[src/logic/host_port_pkg.sv]
// constants and carrier types for the tape controller host port registers
package host_port_pkg;
    // unit status readback bit positions
    localparam int unsigned ST_HOST_WRITE_BIT = 0;
    localparam int unsigned ST_POLL_READ_BIT = 1;
    localparam int unsigned ST_ERASE_N_BIT = 2;
    localparam int unsigned ST_WGATE_N_BIT = 3;
    localparam int unsigned ST_IRQ_N_BIT = 4;
    localparam int unsigned ST_IRQ_DONE_N_BIT = 5;
    localparam int unsigned ST_PARITY_N_BIT = 6;
    localparam int unsigned ST_CABLE_BIT = 7;
    localparam int unsigned ST_UNIT_LSB = 8;
    // control latch bit addresses (local address bits 3..1)
    localparam logic [2:0] CTL_DRIVE_ERASE = 3'h0;
    localparam logic [2:0] CTL_WRITE_GATE = 3'h1;
    localparam logic [2:0] CTL_GAP_DETECT = 3'h2;
    localparam logic [2:0] CTL_CLEAR_WRITE_FLAG = 3'h3;
    localparam logic [2:0] CTL_CLEAR_POLL_FLAG = 3'h4;
    localparam logic [2:0] CTL_DIAG_MODE = 3'h5;
    localparam logic [2:0] CTL_LED1_OFF = 3'h6;
    localparam logic [2:0] CTL_LED2_OFF = 3'h7;
    localparam logic [7:0] CTL_RESET = 8'h00;
    localparam logic [15:0] EXCHANGE_RESET = 16'h0000;
    // host bus strobes carried together
    typedef struct packed {
        logic match;
        logic addr1;
        logic sync;
        logic dout;
        logic din;
        logic vector_ack;
    } host_strobe_t;
    // local processor access carried together
    typedef struct packed {
        logic rd;
        logic wr;
        logic misc_chip_select;
        logic misc_register_enable;
        logic exchange_register_select;
        logic revision_select;
        logic [2:0] latch_addr;
    } local_access_t;
endpackage

[src/logic/host_decode.sv]
// host bus cycle decoder for the status exchange and poll locations
`timescale 1ns/100ps
module host_decode
(
    input wire host_port_pkg::host_strobe_t i_strobe, // host bus strobes
    output logic o_host_write_decode,                 // status exchange write
    output logic o_host_read_decode,                  // status exchange read
    output logic o_poll_read,                         // poll register read
    output logic o_poll_write                         // poll register write
);
    import host_port_pkg::*;

    logic sel_exchange;
    logic sel_poll;

    always_comb
    begin
        sel_exchange = i_strobe.match && i_strobe.addr1 && i_strobe.sync;
        sel_poll = i_strobe.match && !i_strobe.addr1 && i_strobe.sync;
        o_host_write_decode = sel_exchange && i_strobe.dout;
        o_host_read_decode = sel_exchange && i_strobe.din;
        o_poll_read = sel_poll && i_strobe.din;
        o_poll_write = sel_poll && i_strobe.dout;
    end
endmodule

[src/logic/host_port_regs.sv]
// tape controller host port register bank
`timescale 1ns/100ps
module host_port_regs
(
    input wire logic i_core_clk,                           // 50 MHz clock
    input wire logic i_reset_n,                            // power-up reset, sync
    input wire host_port_pkg::local_access_t i_local,      // local processor access
    input wire logic [15:0] i_local_data,                  // local data bus in
    input wire host_port_pkg::host_strobe_t i_host,        // host bus strobes
    input wire logic [15:0] i_host_data,                   // host data lines in
    input wire logic i_host_irq_req,                       // interrupt request from local side
    input wire logic i_irq_done,                           // vector taken by host
    input wire logic i_parity_error,                       // host memory parity error
    input wire logic i_cable_in,                           // drive cable connected
    input wire logic [7:0] i_unit_switches,                // unit number switches
    input wire logic [7:0] i_revision_switches,            // revision switches
    output logic [15:0] o_local_data,                      // local data bus out
    output logic o_local_data_oe,                          // local bus driven
    output logic [15:0] o_host_data,                       // host data lines out
    output logic o_host_data_oe,                           // host bus driven
    output logic o_host_read_gate,                         // exchange data enabled onto host reads
    output logic o_drive_erase,                            // drive erase output
    output logic o_drive_write_gate,                       // drive write gate output
    output logic o_gap_detect_enable,                      // gap detect enable
    output logic o_diag_mode,                              // diagnostic mode
    output logic o_led1_off,                               // led 1 off
    output logic o_led2_off,                               // led 2 off
    output logic o_controller_init                         // reinit request pulse
);
    import host_port_pkg::*;

    logic host_write_decode;
    logic host_read_decode;
    logic poll_read;
    logic poll_write;

    logic host_write_flag_r;
    logic host_write_flag_nxt;
    logic poll_read_flag_r;
    logic poll_read_flag_nxt;
    logic [15:0] local_to_host_r;
    logic [15:0] local_to_host_nxt;
    logic [15:0] host_to_local_r;
    logic [15:0] host_to_local_nxt;
    logic host_read_gate_r;
    logic host_read_gate_nxt;
    logic [7:0] ctl_r;
    logic [7:0] ctl_nxt;
    logic init_r;
    logic init_nxt;
    logic [15:0] local_data_r;
    logic [15:0] local_data_nxt;
    logic local_oe_r;
    logic local_oe_nxt;
    logic [15:0] host_data_r;
    logic [15:0] host_data_nxt;
    logic host_oe_r;
    logic host_oe_nxt;
    logic [15:0] status_word;
    logic soft_reset;

    host_decode u_decode
    (
        .i_strobe(i_host),
        .o_host_write_decode(host_write_decode),
        .o_host_read_decode(host_read_decode),
        .o_poll_read(poll_read),
        .o_poll_write(poll_write)
    );

    ////////////////////////////////////////////////////////////////////////////////
    // flags, control latch and status exchange latches

    assign soft_reset = init_r;

    always_comb
    begin
        host_write_flag_nxt = host_write_flag_r;
        poll_read_flag_nxt = poll_read_flag_r;
        ctl_nxt = ctl_r;
        local_to_host_nxt = local_to_host_r;
        host_to_local_nxt = host_to_local_r;
        host_read_gate_nxt = host_read_gate_r;
        init_nxt = poll_write;
        // addressable latch: local data bit 0 sets or clears the addressed bit
        if (i_local.wr && i_local.misc_chip_select)
        begin
            ctl_nxt[i_local.latch_addr] = i_local_data[0];
        end
        if (ctl_r[CTL_CLEAR_WRITE_FLAG])
        begin
            host_write_flag_nxt = 1'b0;
        end
        if (ctl_r[CTL_CLEAR_POLL_FLAG])
        begin
            poll_read_flag_nxt = 1'b0;
        end
        // setting wins over a clear in the same cycle
        if (host_write_decode)
        begin
            host_write_flag_nxt = 1'b1;
            host_to_local_nxt = i_host_data;
        end
        if (poll_read)
        begin
            poll_read_flag_nxt = 1'b1;
        end
        if (i_local.wr && i_local.exchange_register_select)
        begin
            local_to_host_nxt = i_local_data;
            host_read_gate_nxt = 1'b1;
        end
    end

    always_ff @(posedge i_core_clk)
    begin
        if (!i_reset_n || soft_reset)
        begin
            host_write_flag_r <= 1'b0;
            poll_read_flag_r <= 1'b0;
            ctl_r <= CTL_RESET;
            local_to_host_r <= EXCHANGE_RESET;
            host_to_local_r <= EXCHANGE_RESET;
            host_read_gate_r <= 1'b0;
            init_r <= 1'b0;
        end
        else
        begin
            host_write_flag_r <= host_write_flag_nxt;
            poll_read_flag_r <= poll_read_flag_nxt;
            ctl_r <= ctl_nxt;
            local_to_host_r <= local_to_host_nxt;
            host_to_local_r <= host_to_local_nxt;
            host_read_gate_r <= host_read_gate_nxt;
            init_r <= init_nxt;
        end
    end

    ////////////////////////////////////////////////////////////////////////////////
    // local and host read paths

    always_comb
    begin
        status_word = 16'h0000;
        status_word[ST_HOST_WRITE_BIT] = host_write_flag_r;
        status_word[ST_POLL_READ_BIT] = poll_read_flag_r;
        status_word[ST_ERASE_N_BIT] = !ctl_r[CTL_DRIVE_ERASE];
        status_word[ST_WGATE_N_BIT] = !ctl_r[CTL_WRITE_GATE];
        status_word[ST_IRQ_N_BIT] = !i_host_irq_req;
        status_word[ST_IRQ_DONE_N_BIT] = !i_irq_done;
        status_word[ST_PARITY_N_BIT] = !i_parity_error;
        status_word[ST_CABLE_BIT] = i_cable_in;
        status_word[ST_UNIT_LSB +: 8] = i_unit_switches;

        local_data_nxt = 16'h0000;
        local_oe_nxt = 1'b0;
        if (i_local.rd && i_local.misc_chip_select && i_local.misc_register_enable)
        begin
            local_data_nxt = status_word;
            local_oe_nxt = 1'b1;
        end
        else if (i_local.rd && i_local.revision_select)
        begin
            local_data_nxt = {8'h00, i_revision_switches};
            local_oe_nxt = 1'b1;
        end
        else if (i_local.rd && i_local.exchange_register_select)
        begin
            local_data_nxt = host_to_local_r;
            local_oe_nxt = 1'b1;
        end

        host_data_nxt = 16'h0000;
        host_oe_nxt = 1'b0;
        if (i_host.vector_ack)
        begin
            host_data_nxt = local_to_host_r;
            host_oe_nxt = 1'b1;
        end
        else if (host_read_decode)
        begin
            host_oe_nxt = 1'b1;
            host_data_nxt = host_read_gate_r ? local_to_host_r : 16'h0000;
        end
    end

    always_ff @(posedge i_core_clk)
    begin
        if (!i_reset_n)
        begin
            local_data_r <= 16'h0000;
            local_oe_r <= 1'b0;
            host_data_r <= 16'h0000;
            host_oe_r <= 1'b0;
        end
        else
        begin
            local_data_r <= local_data_nxt;
            local_oe_r <= local_oe_nxt;
            host_data_r <= host_data_nxt;
            host_oe_r <= host_oe_nxt;
        end
    end

    assign o_local_data = local_data_r;
    assign o_local_data_oe = local_oe_r;
    assign o_host_data = host_data_r;
    assign o_host_data_oe = host_oe_r;
    assign o_host_read_gate = host_read_gate_r;
    assign o_drive_erase = ctl_r[CTL_DRIVE_ERASE];
    assign o_drive_write_gate = ctl_r[CTL_WRITE_GATE];
    assign o_gap_detect_enable = ctl_r[CTL_GAP_DETECT];
    assign o_diag_mode = ctl_r[CTL_DIAG_MODE];
    assign o_led1_off = ctl_r[CTL_LED1_OFF];
    assign o_led2_off = ctl_r[CTL_LED2_OFF];
    assign o_controller_init = init_r;
endmodule

[config.mk]
export PLATFORM = sky130hd
export DESIGN_NAME = host_port_regs
export DESIGN_NICKNAME = d
export VERILOG_FILES = /design/src/logic/host_port_pkg.sv /design/src/logic/host_decode.sv /design/src/logic/host_port_regs.sv
export SDC_FILE = /design/constraint.sdc
export NUM_CORES = 1
export LEC_CHECK = 0
export BUFFER_PORTS_ARGS = -buffer_cell sky130_fd_sc_hd__buf_2
export CAP_MARGIN = 20
export CORE_MARGIN = 10
export CORE_UTILIZATION = 49
export DETAILED_ROUTE_END_ITERATION = 16
export GPL_TIMING_DRIVEN = 0
export PLACE_DENSITY = 0.81
export RECOVER_POWER = 25
export SETUP_SLACK_MARGIN = 0.02
export SYNTH_ARGS = -nofsm -noshare
export SYNTH_HDL_FRONTEND = slang
export SYNTH_SLANG_ARGS = --single-unit
[constraint.sdc]
create_clock -name i_core_clk -period 2.86 [get_ports i_core_clk]
set_input_delay 0.429 -clock i_core_clk [delete_from_list [all_inputs] [get_ports i_core_clk]]
set_output_delay 0.429 -clock i_core_clk [all_outputs]
set_load 0.005 [all_outputs]
======== Yosys cells after proc, flatten, opt, wreduce, memory -nomap -nowiden ========
Cells that the tools add are included.
operators by class
  muxes and demuxes ....................... 18
  magnitude comparators ................... 2
  reduce and logical (&&, ||, !) cells .... 25
operators with widths
  cell                  count
  $mux W16              6
  $logic_and A1 B1 Y1   15
  $mux W1               10
  $bwmux W8             1
  $logic_not A1 Y1      7
  $lt A3 B4 Y1 const B  1
  $reduce_bool A2 Y1    2
  $demux W1 S3          1
  $ge A3 B1 Y1 const B  1
  $logic_or A1 B1 Y1    1
word-level totals
  bits in registers ....................... 78
  output and inout bits ................... 42
  bits of input ports ..................... 69
  logic and storage cells ................. 56

======== Depth between registers and ports, before layout ========
  word-level depth ........................ 5
  mapped depth ............................ 5
  gate-level depth less buffers ........... 3

======== Modules after synthesis ========
A second synthesis with hierarchy kept.
second synthesis, totals
  cell total of the unflattened synthesis .. 287
  area, all modules ....................... 2807.7 sq um
by module, submodules not included
  module          cells each  area each (sq um)  times used
  host_port_regs  283         2770.2             1
  host_decode     4           37.5               1

======== Worst setup path after synthesis ========
OpenSTA, ideal clock, no wires.
  kind .................................... input to register
  from .................................... input port i_local[4] (netlist bit)
  to ...................................... register local_data_r[0], in the netlist o_local_data[0]
  setup slack ............................. 1.517 ns
  stages .................................. 5
  arrival ................................. 1.220 ns
  library setup time ...................... 0.123 ns
  data required time ...................... 2.737 ns
  path through ............................ and3b_1 > buf_2 > buf_2 > a221oi_1 > nor2_1
between the ends
  cells in the longest elaborated chain, start to end .. 4
ends and longest elaborated chain
  element               line                   text
  from (decl)           host_port_regs.sv:7    input wire host_port_pkg::local_access_t i_local,
  $logic_and A1 B1 Y1   host_port_regs.sv:167  else if (i_local.rd && i_local.exchange_register_select)
  $mux W16              host_port_regs.sv:167
  $mux W16              host_port_regs.sv:162  else if (i_local.rd && i_local.revision_select)
  $mux W16              host_port_regs.sv:157  if (i_local.rd && i_local.misc_chip_select && i_local.misc_register_enable)
  to (signal assigned)  host_port_regs.sv:198  local_data_r <= local_data_nxt;
  to (decl)             host_port_regs.sv:51   logic [15:0] local_data_r;
No other way between the ends.
A chain may end at the register's enable or synchronous reset.

==> flow_summary.yaml <==
yosys:
  avgSynthCellArea_um2: 9.12
  yosysTopAreaCellShare_pct: 56.3
  seq_area_frac_synth_pct: 56.3
  synth_fp_nets: 373
  ys.flop_type: "dfxtp_1"
  syn-cell-area_mm2: 0.00277
  synth_top_area_cell: "dfxtp_1"
  yosys_warnings: 0
  syn_inst: 304
  ys_seq_elements: 78
  synth_edf_count: 0
  async_flop_share_pct: 0
  synth.top_cells.by_area: "dfxtp_1 (56%), nand2_1 (11%), a21oi_1 (6.1%), and2_1 (4.1%), a32oi_1 (2.5%)"
  synth_cell_types: 31
routing:
  wl_per_cell_um: 15.0
  drt-initial-drc-count: 119
  via_per_inst: 5.01
  ant_nets: 0
  drtPass1Iterations: 4
  route.detailed.drc: 0
  totalWireLength_um: 7520
  vias: 2512
clock_network:
  clock_latency_ps: 340
  clk_pin_slew_ps: 80
  cts_resized: 0
  postCtsHoldBufs: 0
  root_buffer: "clkbuf_8"
  clkSinkCount: 78
  cts_buffers: 9
  cts-htree-levels: 3
  cts_tree: "yes"
  clock_path_buffers: 2
  cts_setup_buffers: 0
flow_run:
  drv_cap: 0
hold_path:
  min_path_type: "input port to flop"
floorplan:
  fp.dieArea_mm2: 0.00907
  std_cell_rows: 27
  die_w_um: 95.2
  start_util_pct: 50.4
  die_height_um: 95.2
  ioPinCount: 111
  core_area_mm2: 0.00551
global_routing:
  grt_max_degree: 14
  grt_overflow_total: 0
  grt_usage_pct: 16.3
  first_global_vias: 2449
  grt_pass1_wl_um: 11600
  antenna_found_initial: 0
sta:
  finClkSkew_ps: 6.98
  hold_viol: 0
  setup_viol: 0
  slew_headroom_pct: 59.3
  drv_slew: 0
  min_period_ps: 1540
  max_freq_ghz: 0.650
  grt_setup_unrepaired: "false"
  fin_hold_ws_ps: 318
  setup_tns_ps: 0
  tightestPinTransition_ps: 608
  min_period_over_period_pct: 53.8
final_layout:
  fin_nets: 493
  fill_cells: 469
  drive_gt1_share_pct: 29.6
  multi_input_area_mm2: 0.00111
  antenna_cells: 0
  area_delta_synth_final_pct: 30.4
  final_common_cell: "buf_2"
  area.sequential_mm2: 0.00156
  layout_common_cells: "buf_2 (110), nand2_1 (79), dfxtp_1 (78)"
  final_area_mm2: 0.00362
worst_setup_path:
  worstSetupPathType: "input port to flop"
  required_ps: 3150
  worstPathArrival_ps: 1830
  crit_path_end_kind: "flop"
  start_kind: "input port"
  cp_max_fo: 10
power:
  irDropWorstVdd_mv: 0.312
  p_per_area_mw_per_mm2: 610
  p_leak_nw: 1.60
place:
  io_buffer_count: 109
  gp_congestion: 0.764
  place_area_mm2: 0.00341
  hpwl_um: 5780
outcome:
  outcome: "complete, no violations"
[area by class of cell]
type	instances	area share, %
Buffer	20	2.42
Clock buffer	11	3.91
Clock inverter	5	2.25
Inverter	1	0.104
Multi-Input combinational cell	205	30.7
Sequential cell	78	43.2
Tap cell	72	2.49
Timing Repair Buffer	109	14.9
[routing by layer]
layer | share of wire [%] | vias up | global-route usage (%)
met5 | 0 | - | 0
met4 | 2.0 | 0 | 9.48
met3 | 8.1 | 14 | 4.08
met2 | 51 | 87 | 27.3
met1 | 39 | 1132 | 18.5
li1 | - | 1279 | -
[flip-flops by register name, summed over array words and instances, names as in the netlist]
register and count:
host_to_local_r 16, local_to_host_r 16, o_host_data 16, o_local_data 16, ctl_r 8, host_write_flag_r 1, o_controller_init 1, o_host_data_oe 1
o_host_read_gate 1, o_local_data_oe 1, poll_read_flag_r 1
[cell usage after synthesis (5+ instances only)]
cell      instances
nor2b_1          11
a32oi_1           8
nor2_1            7
dfxtp_1          78
and3_1            7
a221o_1           5
mux2i_1           6
and2_1           18
buf_2             9
a21oi_1          34
clkbuf_1          9
nand2_1          79
[through the flow]
stage / total power [mW] / setup WS (ps) / instances / util (%)
finish: 2.21 / 1320 / 501 / 65.7
global route: 2.30 / 1140 / 501 / 65.7
CTS: 2.23 / 1360 / 501 / 65.9
detailed placement: 1.33 / 1180 / 485 / 61.9
global placement: 1.32 / 1200 / 485 / 61.9
floorplan: 1.23 / 1520 / 304 / -
[critical path, cell delays in order]
cell,delay (ps)
clkbuf_1,110
clkbuf_1,320
nor3b_1,570
buf_4,270
and2_1,130
[power by group]
group          switching, mW  internal [mW]  leakage (nW)  total (mW)
sequential            0.0113           1.12         0.634        1.13
combinational         0.0945         0.0789         0.853       0.173
clock                  0.389          0.517         0.110       0.906
[path summary, 6_finish.rpt]
| path | from | end | slack, ps | depth (start not counted) |
|---|---|---|---|---|
| max | i_reset_n | o_host_data[6] | 1320 | 5 |
| min | i_local_data[3] | local_to_host_r[3] | 320 | 3 |
| max reg2reg | o_controller_init | host_to_local_r[7] | 1380 | 4 |
| min reg2reg | local_to_host_r[14] | local_to_host_r[14] | 450 | 2 |
[logic make-up (layout without fill, tap and decap cells)]
group | count (synthesis) | in the layout | synth area share [%]
AND/OR/NAND/NOR | 139 | 139 | 24.3
AO/OA/AOI/OAI | 60 | 60 | 13.8
buffers and inverters | 21 | 146 | 3.43
multiplexers | 6 | 6 | 2.17
flip-flops | 78 | 78 | 56.3
No activity file was read; power rests on OpenSTA's default activity.
